**src/include/ttam_pkg.sv**
```systemverilog
// package: constants, types and helpers for the track train alarm monitor
// Functional notes
// transducer rising edge starts scanning enabled alarms
// pulses under nine seconds apart keep scanning
// over nine seconds without pulse ends train
// axles: four+ valid, two-three test, one dropped
// approach: scan while contact closed, open ends
// continuous scan: always active, announce each alarm
// four alarm inputs, ten types or unused
// train modes accept only four train types
// first alarm tone plus message, later tone
// dragging re-arm: close, reopen, three axles
// high/wide re-arm after 50 ms closed
// approach mode: 50 ms closed re-arm always
// contact held open gives exactly one alarm
// alarm tagged with current or previous axle
// post-train report in order, multiple flag
// store records only up to the maximum
// no alarms: defects-only suppresses, else report
// queue all tracks' requests in occurrence order
// continuous repeats at interval, then malfunction repeats
// auxiliary types work only in continuous scan
// input active at arrival: malfunction handling
// idle input inactive past advance time clears
// inputs synchronised, two independent track units
package ttam_pkg;
  localparam int CLK_HZ = 125_000_000;
  localparam int MS_PER_S = 1000;
  localparam int MS_CYCLES_DEF = CLK_HZ / MS_PER_S;
  localparam int END_GAP_S = 9;
  localparam logic [13:0] END_GAP_MS = 14'(END_GAP_S * MS_PER_S);
  localparam logic [17:0] REARM_MS = 18'h00032;
  localparam logic [1:0] DRAG_REARM_AXLES = 2'h3;
  localparam logic [11:0] MIN_VALID_AXLES = 12'h004;
  localparam logic [11:0] MIN_TEST_AXLES = 12'h002;
  localparam int REC_AW = 4;
  localparam int Q_AW = 4;
  localparam logic [4:0] Q_DEPTH = 5'h10;
  localparam int N_TRK = 2;
  localparam int N_IN = 4;

  localparam logic [3:0] AT_UNUSED = 4'h0;
  localparam logic [3:0] AT_DRAG = 4'h1;
  localparam logic [3:0] AT_HIGH = 4'h2;
  localparam logic [3:0] AT_WIDE = 4'h3;
  localparam logic [3:0] AT_SHIFT = 4'h4;
  localparam logic [3:0] AT_POWER_OFF = 4'ha;

  typedef enum logic [1:0] {
    MODE_TRANSDUCER = 2'h0,
    MODE_APPROACH = 2'h1,
    MODE_CONTINUOUS = 2'h2,
    MODE_OFF = 2'h3
  } ttam_mode_type;

  typedef enum logic [1:0] {
    ST_IDLE = 2'h0,
    ST_ACTIVE = 2'h1,
    ST_REPORT = 2'h2,
    ST_SUMMARY = 2'h3
  } ttam_state_type;

  typedef enum logic [3:0] {
    EV_NONE = 4'h0,
    EV_PRETRAIN = 4'h1,
    EV_DEFECT_TONE = 4'h2,
    EV_TONE = 4'h3,
    EV_RECORD = 4'h4,
    EV_MALF_END = 4'h5,
    EV_DEFECTS = 4'h6,
    EV_TEST_TRAIN = 4'h7,
    EV_NO_DEFECTS = 4'h8,
    EV_CONT_ALARM = 4'h9,
    EV_CONT_MALF = 4'ha
  } ttam_ev_kind_type;

  typedef struct packed {
    ttam_ev_kind_type kind;
    logic track;
    logic [1:0] inp;
    logic [3:0] atype;
    logic [11:0] axle;
    logic multi;
  } ttam_ev_type;

  typedef struct packed {
    logic [1:0] inp;
    logic [3:0] atype;
    logic [11:0] axle;
  } ttam_rec_type;

  localparam int EV_W = $bits(ttam_ev_type);
  localparam int REC_W = $bits(ttam_rec_type);

  function automatic logic is_train_type(input logic [3:0] t);
    return t == AT_DRAG || t == AT_HIGH || t == AT_WIDE || t == AT_SHIFT;
  endfunction : is_train_type

  function automatic logic is_cont_type(input logic [3:0] t);
    return t != AT_UNUSED && t <= AT_POWER_OFF;
  endfunction : is_cont_type

  function automatic logic [3:0] type_of(input logic [15:0] cfg, input logic [1:0] i);
    return cfg[{i, 2'h0} +: 4];
  endfunction : type_of
endpackage : ttam_pkg

```
**src/include/ttam_mem_if.sv**
```systemverilog
// interface: write and registered-read port of a small memory
`timescale 1ns/1ps
interface ttam_mem_if #(
  parameter int W = 8,
  parameter int AW = 4
) ();
  logic we;
  logic [AW-1:0] waddr;
  logic [AW-1:0] raddr;
  logic [W-1:0] wdata;
  logic [W-1:0] rdata;
  modport ctrl (output we, waddr, raddr, wdata, input rdata);
  modport mem (input we, waddr, raddr, wdata, output rdata);
endinterface : ttam_mem_if

```
**src/rtl/ttam_top.sv**
```systemverilog
// module: two-track train presence and alarm contact monitor
`timescale 1ns/1ps
module ttam_top #(
  parameter int MS_CYCLES = ttam_pkg::MS_CYCLES_DEF
) (
  input wire logic CLK_I,
  input wire logic RESET_N_I,
  input wire logic [1:0] TRANSDUCER_I,
  input wire logic [1:0] PRESENCE_CONTACT_I,
  input wire logic [7:0] ALARM_CONTACT_I,
  input wire logic [3:0] ACTIVATION_MODE_I,
  input wire logic [31:0] INPUT_TYPE_I,
  input wire logic [7:0] MAX_ALARMS_I,
  input wire logic [15:0] ADVANCE_TIME_S_I,
  input wire logic [15:0] ALARM_INTERVAL_S_I,
  input wire logic [15:0] ALARM_DURATION_S_I,
  input wire logic DEFECTS_ONLY_I,
  input wire logic ANN_READY_I,
  output logic ANN_VALID_O,
  output logic [3:0] ANN_KIND_O,
  output logic ANN_TRACK_O,
  output logic [1:0] ANN_INPUT_O,
  output logic [3:0] ANN_ALARM_TYPE_O,
  output logic [11:0] ANN_AXLE_O,
  output logic ANN_MULTI_O,
  output logic [1:0] TRACK_ACTIVE_O,
  output logic [7:0] MALFUNCTION_O
);
  logic [11:0] syn;
  logic [31:0] ms_div;
  logic ms_tick;
  logic [9:0] ms_cnt;
  logic sec_tick;
  logic [2:0] slot;
  logic [3:0] wp;
  logic [3:0] rp;
  logic [4:0] q_cnt;
  logic q_full;
  logic q_wr;
  logic q_pop;
  logic [1:0] trk_wr;
  ttam_pkg::ttam_ev_type trk_ev [2];
  logic [1:0] trk_act;
  logic [7:0] trk_malf;
  ttam_pkg::ttam_ev_type head;

  // contact and transducer inputs synchronised
  ttam_sync #(.N(12)) u_sync (
    .clk_i(CLK_I),
    .rst_n_i(RESET_N_I),
    .d_i({ALARM_CONTACT_I, PRESENCE_CONTACT_I, TRANSDUCER_I}),
    .q_o(syn)
  );

  always_ff @(posedge CLK_I) begin
    if (!RESET_N_I) begin
      ms_div <= '0;
      ms_tick <= 1'b0;
    end else if (ms_div == 32'(MS_CYCLES - 1)) begin
      ms_div <= '0;
      ms_tick <= 1'b1;
    end else begin
      ms_div <= ms_div + 32'h1;
      ms_tick <= 1'b0;
    end
  end

  always_ff @(posedge CLK_I) begin
    if (!RESET_N_I) begin
      ms_cnt <= '0;
      sec_tick <= 1'b0;
    end else begin
      sec_tick <= 1'b0;
      if (ms_tick) begin
        if (ms_cnt == 10'(ttam_pkg::MS_PER_S - 1)) begin
          ms_cnt <= '0;
          sec_tick <= 1'b1;
        end else begin
          ms_cnt <= ms_cnt + 10'h1;
        end
      end
    end
  end

  // each track owns four cycles of eight, one per alarm input
  always_ff @(posedge CLK_I) begin
    if (!RESET_N_I) begin
      slot <= '0;
    end else begin
      slot <= slot + 3'h1;
    end
  end

  for (genvar t = 0; t < ttam_pkg::N_TRK; t++) begin : g_trk
    logic [1:0] mode;
    logic trans;
    logic appr;
    logic cont;
    logic tdx;
    logic tdx_d;
    logic pres;
    logic [3:0] closed;
    logic go;
    logic [1:0] idx;
    logic [15:0] cfg;
    logic [3:0] ty;
    logic [3:0] max;
    logic [17:0] adv_ms;
    logic [7:0] ivl;
    logic [7:0] dur;
    ttam_pkg::ttam_state_type st;
    logic [11:0] axle;
    logic [13:0] gap_ms;
    logic pulse_pend;
    logic [4:0] nalm;
    logic [4:0] nrec;
    logic [4:0] rep_idx;
    logic rd_ph;
    logic mrep;
    logic [3:0] armed;
    logic [3:0] rearm;
    logic [3:0] malf;
    logic [3:0] pre_pend;
    logic [3:0] cact;
    logic [3:0] rep_due;
    logic [1:0] dax [4];
    logic [17:0] cms [4];
    logic [7:0] csec [4];
    logic [7:0] isec [4];
    ttam_pkg::ttam_ev_type ev;
    logic a_start, a_end, a_pulse, a_pre, a_alarm, a_calm, a_crep;
    logic a_rd, a_rep, a_recs, a_mrep, a_sum;

    assign mode = ACTIVATION_MODE_I[2*t +: 2];
    assign trans = mode == ttam_pkg::MODE_TRANSDUCER;
    assign appr = mode == ttam_pkg::MODE_APPROACH;
    assign cont = mode == ttam_pkg::MODE_CONTINUOUS;
    assign tdx = syn[t];
    assign pres = syn[2+t];
    assign closed = syn[4+4*t +: 4];
    assign go = slot[2] == 1'(t) && !q_full;
    assign idx = slot[1:0];
    // four inputs, each with its own type field
    assign cfg = INPUT_TYPE_I[16*t +: 16];
    assign ty = ttam_pkg::type_of(cfg, idx);
    assign max = MAX_ALARMS_I[4*t +: 4];
    assign adv_ms = 18'(ADVANCE_TIME_S_I[8*t +: 8]) * 18'(ttam_pkg::MS_PER_S);
    assign ivl = ALARM_INTERVAL_S_I[8*t +: 8];
    assign dur = ALARM_DURATION_S_I[8*t +: 8];
    assign nrec = (nalm > {1'b0, max}) ? {1'b0, max} : nalm;

    ttam_mem_if #(.W(ttam_pkg::REC_W), .AW(ttam_pkg::REC_AW)) rec_if ();
    // records kept only up to the maximum
    assign rec_if.we = go && a_alarm && nalm < {1'b0, max};
    assign rec_if.waddr = nalm[3:0];
    assign rec_if.wdata = {idx, ty, axle};
    assign rec_if.raddr = rep_idx[3:0];
    ttam_mem u_rec (
      .clk_i(CLK_I),
      .rst_n_i(RESET_N_I),
      .bus(rec_if.mem)
    );

    always_comb begin
      ev = '0;
      ev.track = 1'(t);
      ev.inp = idx;
      ev.atype = ty;
      ev.axle = axle;
      ev.kind = ttam_pkg::EV_NONE;
      {a_start, a_end, a_pulse, a_pre, a_alarm, a_calm, a_crep} = '0;
      {a_rd, a_rep, a_recs, a_mrep, a_sum} = '0;
      unique case (st)
        ttam_pkg::ST_IDLE: begin
          // arrival by first pulse or closed presence contact
          if ((trans && pulse_pend) || (appr && pres)) begin
            a_start = 1'b1;
          // continuous scan takes all ten types
          end else if (cont && ttam_pkg::is_cont_type(ty)) begin
            if (!closed[idx] && armed[idx]) begin
              a_calm = 1'b1;
              ev.kind = ttam_pkg::EV_CONT_ALARM;
            // repeat, malfunction once duration has passed
            end else if (cact[idx] && rep_due[idx]) begin
              a_crep = 1'b1;
              ev.kind = (csec[idx] >= dur) ? ttam_pkg::EV_CONT_MALF : ttam_pkg::EV_CONT_ALARM;
            end
          end
        end
        ttam_pkg::ST_ACTIVE: begin
          // end of train
          if ((trans && gap_ms > ttam_pkg::END_GAP_MS) || (appr && !pres) || !(trans || appr)) begin
            a_end = 1'b1;
          end else if (trans && pulse_pend) begin
            a_pulse = 1'b1;
          // pre-train alarm for an input found active
          end else if (pre_pend[idx]) begin
            a_pre = 1'b1;
            ev.kind = ttam_pkg::EV_PRETRAIN;
          // one alarm per opening, first with message
          end else if (ttam_pkg::is_train_type(ty) && !malf[idx] && !closed[idx] && armed[idx]) begin
            a_alarm = 1'b1;
            ev.kind = (nalm == 5'h00) ? ttam_pkg::EV_DEFECT_TONE : ttam_pkg::EV_TONE;
          end
        end
        ttam_pkg::ST_REPORT: begin
          // stored alarms replayed in order
          if (rep_idx >= nrec) begin
            a_recs = 1'b1;
          end else if (!rd_ph) begin
            a_rd = 1'b1;
          end else begin
            a_rep = 1'b1;
            ev.kind = ttam_pkg::EV_RECORD;
            {ev.inp, ev.atype, ev.axle} = rec_if.rdata;
          end
        end
        ttam_pkg::ST_SUMMARY: begin
          if (|malf && !mrep) begin
            // malfunction report at end of train
            a_mrep = 1'b1;
            ev.kind = ttam_pkg::EV_MALF_END;
          end else begin
            a_sum = 1'b1;
            // classification by axle count
            if (trans && axle < ttam_pkg::MIN_TEST_AXLES) begin
              ev.kind = ttam_pkg::EV_NONE;
            end else if (trans && axle < ttam_pkg::MIN_VALID_AXLES) begin
              ev.kind = ttam_pkg::EV_TEST_TRAIN;
            // no-defects report unless defects-only
            end else if (nalm == 5'h00) begin
              ev.kind = DEFECTS_ONLY_I ? ttam_pkg::EV_NONE : ttam_pkg::EV_NO_DEFECTS;
            end else begin
              // multiple-defects indication
              ev.multi = nalm > {1'b0, max};
              ev.kind = ttam_pkg::EV_DEFECTS;
            end
          end
        end
      endcase
    end

    assign trk_wr[t] = go && ev.kind != ttam_pkg::EV_NONE;
    assign trk_ev[t] = ev;
    assign trk_act[t] = st != ttam_pkg::ST_IDLE || cont;
    assign trk_malf[4*t +: 4] = malf;

    always_ff @(posedge CLK_I) begin
      if (!RESET_N_I) begin
        st <= ttam_pkg::ST_IDLE;
        axle <= '0;
        nalm <= '0;
        rep_idx <= '0;
        rd_ph <= 1'b0;
        mrep <= 1'b0;
      end else if (go) begin
        if (a_start) begin
          st <= ttam_pkg::ST_ACTIVE;
          axle <= trans ? 12'h001 : 12'h000;
          nalm <= '0;
          mrep <= 1'b0;
        end
        if (a_end) begin
          st <= ttam_pkg::ST_REPORT;
          rep_idx <= '0;
          rd_ph <= 1'b0;
        end
        // alarms carry the count of the latest axle
        if (a_pulse && axle != 12'hfff) begin
          axle <= axle + 12'h001;
        end
        if (a_alarm && nalm != 5'h1f) begin
          nalm <= nalm + 5'h01;
        end
        // read data needs one slot cycle after the address settles
        if (a_rd) begin
          rd_ph <= 1'b1;
        end
        if (a_rep) begin
          rd_ph <= 1'b0;
          rep_idx <= rep_idx + 5'h01;
        end
        if (a_recs) begin
          st <= ttam_pkg::ST_SUMMARY;
        end
        if (a_mrep) begin
          mrep <= 1'b1;
        end
        if (a_sum) begin
          st <= ttam_pkg::ST_IDLE;
        end
      end
    end

    // gap since last transducer pulse, set wins over consume
    always_ff @(posedge CLK_I) begin
      if (!RESET_N_I) begin
        tdx_d <= 1'b0;
        pulse_pend <= 1'b0;
        gap_ms <= '0;
      end else begin
        tdx_d <= tdx;
        if (tdx && !tdx_d && trans) begin
          pulse_pend <= 1'b1;
        end else if (go && (a_pulse || a_start) || !trans) begin
          pulse_pend <= 1'b0;
        end
        if (tdx && !tdx_d) begin
          gap_ms <= '0;
        end else if (ms_tick && gap_ms != 14'h3fff) begin
          gap_ms <= gap_ms + 14'h0001;
        end
      end
    end

    always_comb begin
      for (int i = 0; i < ttam_pkg::N_IN; i++) begin
        // R12 50 ms closed, R10 dragging needs three axles
        if (appr || ttam_pkg::type_of(cfg, 2'(i)) == ttam_pkg::AT_HIGH
            || ttam_pkg::type_of(cfg, 2'(i)) == ttam_pkg::AT_WIDE) begin
          rearm[i] = closed[i] && cms[i] >= ttam_pkg::REARM_MS;
        end else if (trans && ttam_pkg::type_of(cfg, 2'(i)) == ttam_pkg::AT_DRAG) begin
          rearm[i] = closed[i] && dax[i] == ttam_pkg::DRAG_REARM_AXLES;
        end else begin
          rearm[i] = closed[i];
        end
      end
    end

    always_ff @(posedge CLK_I) begin
      if (!RESET_N_I) begin
        armed <= '0;
        for (int i = 0; i < ttam_pkg::N_IN; i++) begin
          cms[i] <= '0;
          dax[i] <= ttam_pkg::DRAG_REARM_AXLES;
        end
      end else begin
        for (int i = 0; i < ttam_pkg::N_IN; i++) begin
          if (!closed[i]) begin
            cms[i] <= '0;
          end else if (ms_tick && cms[i] != 18'h3ffff) begin
            cms[i] <= cms[i] + 18'h00001;
          end
          // cleared on the alarm, set only by a closed contact
          if (rearm[i]) begin
            armed[i] <= 1'b1;
          end else if (go && (a_alarm || a_calm) && idx == 2'(i)) begin
            armed[i] <= 1'b0;
          end
          // axles counted since this input's last alarm
          if (go && a_start) begin
            dax[i] <= ttam_pkg::DRAG_REARM_AXLES;
          end else if (go && a_alarm && idx == 2'(i)) begin
            dax[i] <= 2'h0;
          end else if (go && a_pulse && dax[i] != ttam_pkg::DRAG_REARM_AXLES) begin
            dax[i] <= dax[i] + 2'h1;
          end
        end
      end
    end

    always_ff @(posedge CLK_I) begin
      if (!RESET_N_I) begin
        malf <= '0;
        pre_pend <= '0;
      end else begin
        for (int i = 0; i < ttam_pkg::N_IN; i++) begin
          // input already open at arrival is inhibited for the train
          if (go && a_start && !closed[i]
              && ttam_pkg::is_train_type(ttam_pkg::type_of(cfg, 2'(i)))) begin
            malf[i] <= 1'b1;
            pre_pend[i] <= 1'b1;
          end else begin
            // cleared after advance time inactive with no train
            if (st == ttam_pkg::ST_IDLE && cms[i] > adv_ms) begin
              malf[i] <= 1'b0;
            end
            if (go && a_pre && idx == 2'(i)) begin
              pre_pend[i] <= 1'b0;
            end
          end
        end
      end
    end

    always_ff @(posedge CLK_I) begin
      if (!RESET_N_I) begin
        cact <= '0;
        rep_due <= '0;
        for (int i = 0; i < ttam_pkg::N_IN; i++) begin
          csec[i] <= '0;
          isec[i] <= '0;
        end
      end else begin
        for (int i = 0; i < ttam_pkg::N_IN; i++) begin
          if (go && a_calm && idx == 2'(i)) begin
            cact[i] <= 1'b1;
            rep_due[i] <= 1'b0;
            csec[i] <= '0;
            isec[i] <= '0;
          end else if (closed[i] || !cont) begin
            cact[i] <= 1'b0;
            rep_due[i] <= 1'b0;
          end else if (sec_tick && cact[i]) begin
            // interval repeats, duration measured from the opening
            if (csec[i] != 8'hff) begin
              csec[i] <= csec[i] + 8'h01;
            end
            if (isec[i] + 8'h01 >= ivl) begin
              isec[i] <= '0;
              rep_due[i] <= 1'b1;
            end else begin
              isec[i] <= isec[i] + 8'h01;
              if (go && a_crep && idx == 2'(i)) begin
                rep_due[i] <= 1'b0;
              end
            end
          end else if (go && a_crep && idx == 2'(i)) begin
            rep_due[i] <= 1'b0;
          end
        end
      end
    end
  end

  // one queue for both tracks, kept in occurrence order
  ttam_mem_if #(.W(ttam_pkg::EV_W), .AW(ttam_pkg::Q_AW)) q_if ();
  assign q_full = q_cnt == ttam_pkg::Q_DEPTH;
  assign q_wr = |trk_wr;
  assign q_pop = ANN_VALID_O && ANN_READY_I;
  assign q_if.we = q_wr;
  assign q_if.waddr = wp;
  assign q_if.raddr = rp;
  assign q_if.wdata = slot[2] ? trk_ev[1] : trk_ev[0];
  ttam_mem u_queue (
    .clk_i(CLK_I),
    .rst_n_i(RESET_N_I),
    .bus(q_if.mem)
  );

  always_ff @(posedge CLK_I) begin
    if (!RESET_N_I) begin
      wp <= '0;
      rp <= '0;
      q_cnt <= '0;
      ANN_VALID_O <= 1'b0;
    end else begin
      wp <= wp + {3'h0, q_wr};
      rp <= rp + {3'h0, q_pop};
      q_cnt <= q_cnt + {4'h0, q_wr} - {4'h0, q_pop};
      if (q_pop) begin
        ANN_VALID_O <= 1'b0;
      end else if (q_cnt != 5'h00) begin
        ANN_VALID_O <= 1'b1;
      end
    end
  end

  assign head = q_if.rdata;
  assign ANN_KIND_O = head.kind;
  assign ANN_TRACK_O = head.track;
  assign ANN_INPUT_O = head.inp;
  assign ANN_ALARM_TYPE_O = head.atype;
  assign ANN_AXLE_O = head.axle;
  assign ANN_MULTI_O = head.multi;

  always_ff @(posedge CLK_I) begin
    if (!RESET_N_I) begin
      TRACK_ACTIVE_O <= '0;
      MALFUNCTION_O <= '0;
    end else begin
      TRACK_ACTIVE_O <= trk_act;
      MALFUNCTION_O <= trk_malf;
    end
  end
endmodule : ttam_top

```
**src/rtl/ttam_sync.sv**
```systemverilog
// module: three-stage synchroniser with agreement filter
`timescale 1ns/1ps
module ttam_sync #(
  parameter int N = 1
) (
  input wire logic clk_i,
  input wire logic rst_n_i,
  input wire logic [N-1:0] d_i,
  output logic [N-1:0] q_o
);
  logic [N-1:0] s1;
  logic [N-1:0] s2;
  logic [N-1:0] s3;

  // a change is taken only once stages two and three agree
  always_ff @(posedge clk_i) begin
    if (!rst_n_i) begin
      s1 <= '0;
      s2 <= '0;
      s3 <= '0;
      q_o <= '0;
    end else begin
      s1 <= d_i;
      s2 <= s1;
      s3 <= s2;
      q_o <= (s2 & ~(s2 ^ s3)) | (q_o & (s2 ^ s3));
    end
  end
endmodule : ttam_sync

```
**src/rtl/ttam_mem.sv**
```systemverilog
// module: small memory with registered read data
`timescale 1ns/1ps
module ttam_mem (
  input wire logic clk_i,
  input wire logic rst_n_i,
  ttam_mem_if.mem bus
);
  localparam int W = $bits(bus.wdata);
  localparam int AW = $bits(bus.raddr);
  logic [W-1:0] ram [2**AW];

  // cleared at reset so read data is never undefined
  always_ff @(posedge clk_i) begin
    if (!rst_n_i) begin
      for (int i = 0; i < 2**AW; i++) begin
        ram[i] <= '0;
      end
    end else if (bus.we) begin
      ram[bus.waddr] <= bus.wdata;
    end
  end

  always_ff @(posedge clk_i) begin
    if (!rst_n_i) begin
      bus.rdata <= '0;
    end else begin
      bus.rdata <= ram[bus.raddr];
    end
  end
endmodule : ttam_mem

```
**config.mk**
```make
export PLATFORM = sky130hd
export DESIGN_NAME = ttam_top
export DESIGN_NICKNAME = d
export VERILOG_FILES = /design/src/include/ttam_pkg.sv /design/src/include/ttam_mem_if.sv /design/src/rtl/ttam_top.sv /design/src/rtl/ttam_sync.sv /design/src/rtl/ttam_mem.sv
export SDC_FILE = /design/constraint.sdc
export NUM_CORES = 2
export LEC_CHECK = 0
export BUFFER_PORTS_ARGS = -buffer_cell sky130_fd_sc_hd__buf_2
export CAP_MARGIN = 30
export CORE_UTILIZATION = 55
export DETAILED_ROUTE_END_ITERATION = 7
export PLACE_DENSITY = 0.71
export RECOVER_POWER = 100
export SYNTH_ARGS = -nofsm -noshare
export SYNTH_HDL_FRONTEND = slang
export SYNTH_HIERARCHICAL = 1
export SYNTH_SLANG_ARGS = --single-unit
```
**constraint.sdc**
```tcl
create_clock -name CLK_I -period 10.4 [get_ports CLK_I]
set_input_delay 0.52 -clock CLK_I [delete_from_list [all_inputs] [get_ports CLK_I]]
set_output_delay 0.52 -clock CLK_I [all_outputs]
set_load 0.02 [all_outputs]
```
* Yosys cells after proc, flatten, opt, wreduce, memory -nomap -nowiden
Memories as Yosys holds them, arrays and structs flattened. A register that Yosys moved wholly into a read port is not among the register bits.
Cells that the tools add are included.
** Word-level totals
- Word-level logic and storage cells :: 1417
- Memories :: 11
- Bits in registers :: 243
- Input port bits :: 108
- Output and inout port bits :: 35
- Bits in writable memories :: 1248
** Memory list
- u_queue.ram :: words 16, width 24, rd ports 1, clocked after Yosys merged registers in 1, write ports 16, RTL line ttam_mem.sv:10 : logic [W-1:0] ram [2**AW];
- g_trk[0].u_rec.ram :: words 16, width 18, rd ports 1, clocked after Yosys merged registers in 1, write ports 16, RTL line ttam_mem.sv:10
- g_trk[1].u_rec.ram :: words 16, width 18, rd ports 1, clocked after Yosys merged registers in 1, write ports 16, RTL line ttam_mem.sv:10
- g_trk[0].cms :: words 4, width 18, rd ports 4, clocked after Yosys merged registers in 0, write ports 4, RTL line ttam_top.sv:127 : logic [17:0] cms [4];
- g_trk[1].cms :: words 4, width 18, rd ports 4, clocked after Yosys merged registers in 0, write ports 4, RTL line ttam_top.sv:127
- g_trk[0].csec :: words 4, width 8, rd ports 5, clocked after Yosys merged registers in 1, write ports 4, RTL line ttam_top.sv:128 : logic [7:0] csec [4];
- +5 memories
** Cells by class
- Magnitude comparators :: 41
- Multipliers :: 2
- Muxes and demuxes :: 698
- Equality and inequality tests :: 94
- Shift operators :: 2
- Add/sub/neg operators :: 47
- Reductions and logical operators :: 362
- Bitwise logic cells :: 87
** Operators with widths (number)
- $mux 1 :: 535
- $mux 18 :: 24
- $mux 8 :: 40
- $logic_and 1x1->1 :: 173
- $add 18x1->18 const B :: 8
- $ge 18x6->1 const B :: 8
- $gt 18x18->1 :: 8
- $ne 18x18->1 const B :: 8
- $add 8x1->8 const B :: 16
- $mux 2 :: 44
- $reduce_bool 2->1 :: 44
- $eq 4x2->1 const B :: 20
- $ge 8x8->1 :: 10
- $mux 4 :: 20
- $or 1x1->1 :: 80
- $logic_or 1x1->1 :: 70
- $ne 8x8->1 const B :: 8
- $mux 5 :: 10
- $mux 12 :: 4
- $mux 24 :: 2
- $eq 4x1->1 const B :: 10
- $eq 4x3->1 const B :: 10
- $reduce_or 18->1 :: 2
- $add 32x1->32 const B :: 1
- other kinds (48) :: 178

* Longest topological paths before layout
- Depth after elaboration :: 21
- Depth in mapped cells :: 28
- Mapped depth without buffers :: 27

* Modules after synthesis
Netlist, hierarchy kept.
** Modules (own cells, without submodules)
- ttam_top :: area an instance 33661.0 um^2, instances 1, cells an instance 3576, sequential area each 12552.0 um^2
- ttam_mem (u_queue) :: area an instance 18322.6 um^2, instances 1, cells an instance 1275, sequential area each 12011.5 um^2
- ttam_mem (g_trk[0].u_rec) :: area an instance 13726.9 um^2, instances 1, cells an instance 961, sequential area each 9008.6 um^2
- ttam_mem (g_trk[1].u_rec) :: area an instance 13676.9 um^2, instances 1, cells an instance 956, sequential area each 9008.6 um^2
- ttam_sync :: area an instance 1420.1 um^2, instances 1, cells an instance 126, sequential area each 960.9 um^2

* Worst setup path after synthesis
No wires, ideal clock.
- Kind :: reg2reg
- Start point :: register slot[1]
- End point :: memory u_queue/ram[4][0] in the netlist's numbering (enable)
- Buffers on the path :: 5
- Data required time :: 9.961 ns
- Path slack :: 3.981 ns
- Stages on the path, launching flop included :: 19
- Setup time :: 0.439 ns
- Arrival time :: 5.980 ns
- Period minus slack after synthesis :: 6.419 ns
- Path through :: dfxtp_1 buf_2 buf_2 buf_1 clkbuf_1 mux4_2 ha_1 a21o_1 a31oi_1 o21ai_0 o41a_1 o21ai_0 a221o_1 nor4_1 o22ai_1 nand2_1 or3_1 buf_2 o21ai_0
** RTL lines
- from (decl) :: RTL line ttam_top.sv:34 : logic [2:0] slot;
- from (signal assigned) :: RTL line ttam_top.sv:90 : slot <= slot + 3'h1;
- to (decl) :: RTL line ttam_mem.sv:10

==> metrics.txt <==
status=finished, violations left; failing checks=capacitance limit, slew limit; relative slew slack=-209.9%; Leak Pwr=32.06 nW; multi-input combinational cell area=around 0.035 mm²; Core ar.=about 0.15 mm²; Tot Pwr=between 15 and 20 mW; Tightest Pin Transition=4.648 ns; setup repair after global routing missed its margin=no; path category of the worst min-delay check=input pin to register; Cell variety after synth=about 100; Inserted Clock Buffers=about 160; GRT Residual Overflow=0; kind of start point of the critical path=register; dominant synthesized flop cell=sky130_fd_sc_hd__edfxtp_1; element type at the critical path end=register; TritonCTS clock tree=yes; Data arrival, critical path=8.85 ns; final critical-path required period=8.424 ns; Antenna Nets Post-Route=0; DP Wirelength=138.1 mm; proportion of layout cells with a drive suffix above 1=between 8 and 9%; post-synthesis sequential area ratio=between 50% and 60%; GRT Total Usage=between 20% and 30%; fillcell total=about 12000; number of iterations in the first detailed-routing pass=6; Die Wd=around 390 µm; maximum count of clock buffers along a single path=3; maximum number of pins on one net before global-route repair=90; number of warnings issued by yosys=6; number of synthesized flops with an enable pin=around 1200; clock root buffer=sky130_fd_sc_hd__clkbuf_16; drt drc=0; overall die height=slightly below 400 µm; number of antenna violations at the first check in global routing=33; Synth-to-Final Area Change=9.851%; weighted congestion reported at the end of routability-driven placement=slightly above 0.9; Sum Neg Setup Slack=0 ns; post-synthesis instance total=between 6000 and 7000; wire length of the first global-routing pass=311.1 mm; setup clock skew after layout=roughly 0.047 ns; Final Slew Violations=~480; non-filler instance count after layout=a little over 9000; clock insertion delay at the later pin of the skew report=~0.82 ns; final worst-path cycle share=approximately four fifths; area of the die=0.1485 mm²; critical path's largest stage delay=between 2 and 2.5 ns; summed instance area of the synthesized netlist=between 0.08 and 0.09 mm²; critical path class=register to register; highest-count cells in the layout ignoring fill and taps=1248 x sky130_fd_sc_hd__edfxtp_1, 524 x sky130_fd_sc_hd__and2_1, 513 x sky130_fd_sc_hd__nor2_1; Reg clk slew, reported paths=about 0.06 ns; worst reg2reg setup slack=1.98 ns; number of setup violations in the final report=0; Top-Level Pins=143; Placed Instances=just under 9000; postcts setup bufs=0; average wire length per cell after detail routing=22.48 µm; synthesized area divided by synthesized cell count=roughly 12 µm²; most common cell after layout, fill and taps aside=sky130_fd_sc_hd__edfxtp_1; routed vias=~54000; critical-path cell list=clkbuf_1 -> mux4_2 -> nor2_1 -> xor2_1 -> or4_1 -> nor3_2 -> nor3b_1 -> nand4b_1 -> o21ai_0 -> clkbuf_1; area taken by flip-flops and latches=approximately 0.044 mm²; worst supply voltage drop on vdd=~0.13 mV; share of flip-flops with an asynchronous set or reset after synthesis=0%; detailed-route vias per instance=slightly below 6; PD cells=~170 mW/mm²; most used cell along the critical path=sky130_fd_sc_hd__clkbuf_1; cell row count=between 100 and 150; CTS sink count=roughly 1600; Largest delay share family, worst path=buffers and inverters; final standard cell utilization of the core=60.91%; Hold Fails Final Rpt=0; Nets=~7500; Max FO, Critical Path=50; Post-Layout Inst Area=around 0.089 mm²; placed standard-cell area=0.08374 mm²; number of synthesized register bits=roughly 1600; Initial Utilization=a little under three fifths; cell with the largest stage delay on the worst path=sky130_fd_sc_hd__clkbuf_1; number of max-capacitance violations reported=15; number of buffer and inverter stages on the critical path=2; post-detailed-routing wire length=204.4 mm; H-tree lvl count=4; required time of the critical path=around 11 ns; DR iter-0 viols=approximately 4600; number of global-route vias before repair=approximately 53000; maximum clock frequency=around 0.12 GHz; port buffer count=142
-- metal layers --
metal / vias up / GRT usage, % / wire length (µm)
li1: 25050 / - / -
met1: 26420 / 35.65 / 83750
met2: 1890 / 45.51 / 97560
met3: 416 / 4.997 / 14810
met4: 38 / 10.92 / 8075
met5: - / 0 / 238
-- layout make-up --
cell class              count  area share [%]
inverters                 227          0.9599
diodes                     11         0.03101
clock buffers             229           5.166
clock inverters            72          0.8979
flip-flops and latches   1551           49.07
well taps                1917           2.702
repair buffers            302           2.092
multi-input cells        4787           39.08
-- through the flow --
| step | hold slack (ns) | setup WS (ns) |
|---|---|---|
| after floorplan | 0.4119 | 3.981 |
| after global placement | 0.4161 | 3.291 |
| after detailed placement | 0.4225 | 3.616 |
| after CTS | 0.004493 | 3.631 |
| after global routing | 0.06889 | 1.633 |
| final | 0.06355 | 1.976 |
-- cells by family after synthesis --
group | Yosys count | synth area share [%]
other cells | 1 | 0.004641
flops | 1551 | 53.88
mux | 505 | 7.630
xor+xnor | 334 | 3.620
fa+ha+maj | 405 | 6.689
simple gates | 2754 | 18.56
buf+inv | 557 | 3.132
compound gates | 787 | 6.485
-- sequential cells by signal (all words and copies together), names as in the netlist, 28 cells and up, named ones only --
name / cells
g_trk.gap_ms: 28
g_trk.csec: 64
u_queue/ram: 384
g_trk.isec: 64
g_trk.u_rec/bus.rdata: 36
g_trk.u_rec/ram: 576
ms_div: 32
g_trk.cms: 144
-- final timing paths --
| check | startpoint | endpoint | depth (start not counted) |
|---|---|---|---|
| setup / recovery | slot[1]$_SDFF_PN0_ | g_trk[1].u_rec/ram[10][5]$_SDFFCE_PN0P_ | 10 |
| hold / removal | INPUT_TYPE_I[23] | g_trk[1].armed[1]$_SDFFE_PN0P_ | 3 |
| setup reg to reg | slot[1]$_SDFF_PN0_ | g_trk[1].u_rec/ram[10][5]$_SDFFCE_PN0P_ | 10 |
| hold reg to reg | u_sync/s1[0]$_SDFF_PN0_ | u_sync/s2[0]$_SDFF_PN0_ | 1 |
-- worst min-delay path: cells and delay by family --
| kind | cells | cell delay [ns] |
|---|---|---|
| simple gates | 1 | 0.06 |
| buf+inv | 1 | 0.10 |
| compound gates | 1 | 0.15 |
-- cell usage after synthesis (all sizes together), types with 11 or more instances --
| cell type | instances | area [µm²] |
|---|---|---|
| nor4 | 62 | 402.9 |
| mux2 | 20 | 225.2 |
| o21a | 40 | 300.3 |
| nor2 | 520 | 2022 |
| nand2b | 92 | 588.1 |
| a211oi | 16 | 120.1 |
| a21o | 61 | 457.9 |
| or3 | 37 | 231.5 |
| fa | 45 | 900.9 |
| or2 | 21 | 131.4 |
| clkbuf | 237 | 917.1 |
| nor3 | 68 | 425.4 |
| a21oi | 137 | 689.4 |
| buf | 93 | 762.0 |
| o211ai | 34 | 255.2 |
| o31ai | 14 | 105.1 |
| a32oi | 14 | 122.6 |
| o21ai | 201 | 1006 |
| and4 | 11 | 96.34 |
| nand3 | 262 | 1311 |
| and3 | 62 | 387.9 |
| nand4 | 93 | 594.3 |
| edfxtp | 1248 | 37480 |
| dfxtp | 303 | 6066 |
| a22oi | 176 | 1321 |
| xor2 | 175 | 1533 |
| nand2 | 360 | 1356 |
| mux4 | 82 | 1907 |
| xnor2 | 159 | 1393 |
| nor2b | 93 | 581.8 |
| mux2i | 403 | 4034 |
| a31o | 14 | 122.6 |
| ha | 360 | 4504 |
| and2 | 1031 | 6476 |
| inv | 227 | 852.1 |
-- where the power goes --
group	leakage [nW]	internal (mW)	switching, mW
Clock	2.62	3.35	2.49
Sequential	15.0	6.91	0.133
Combinational	14.5	0.843	1.39
Total	32.1	11.1	4.01
-- what timing repair did --
action	in CTS	in global routing
resized for setup	0	0
hold buffers	9	0
endpoints found under the hold margin	9	0
Note: power is estimated with default switching activity, not from simulation.
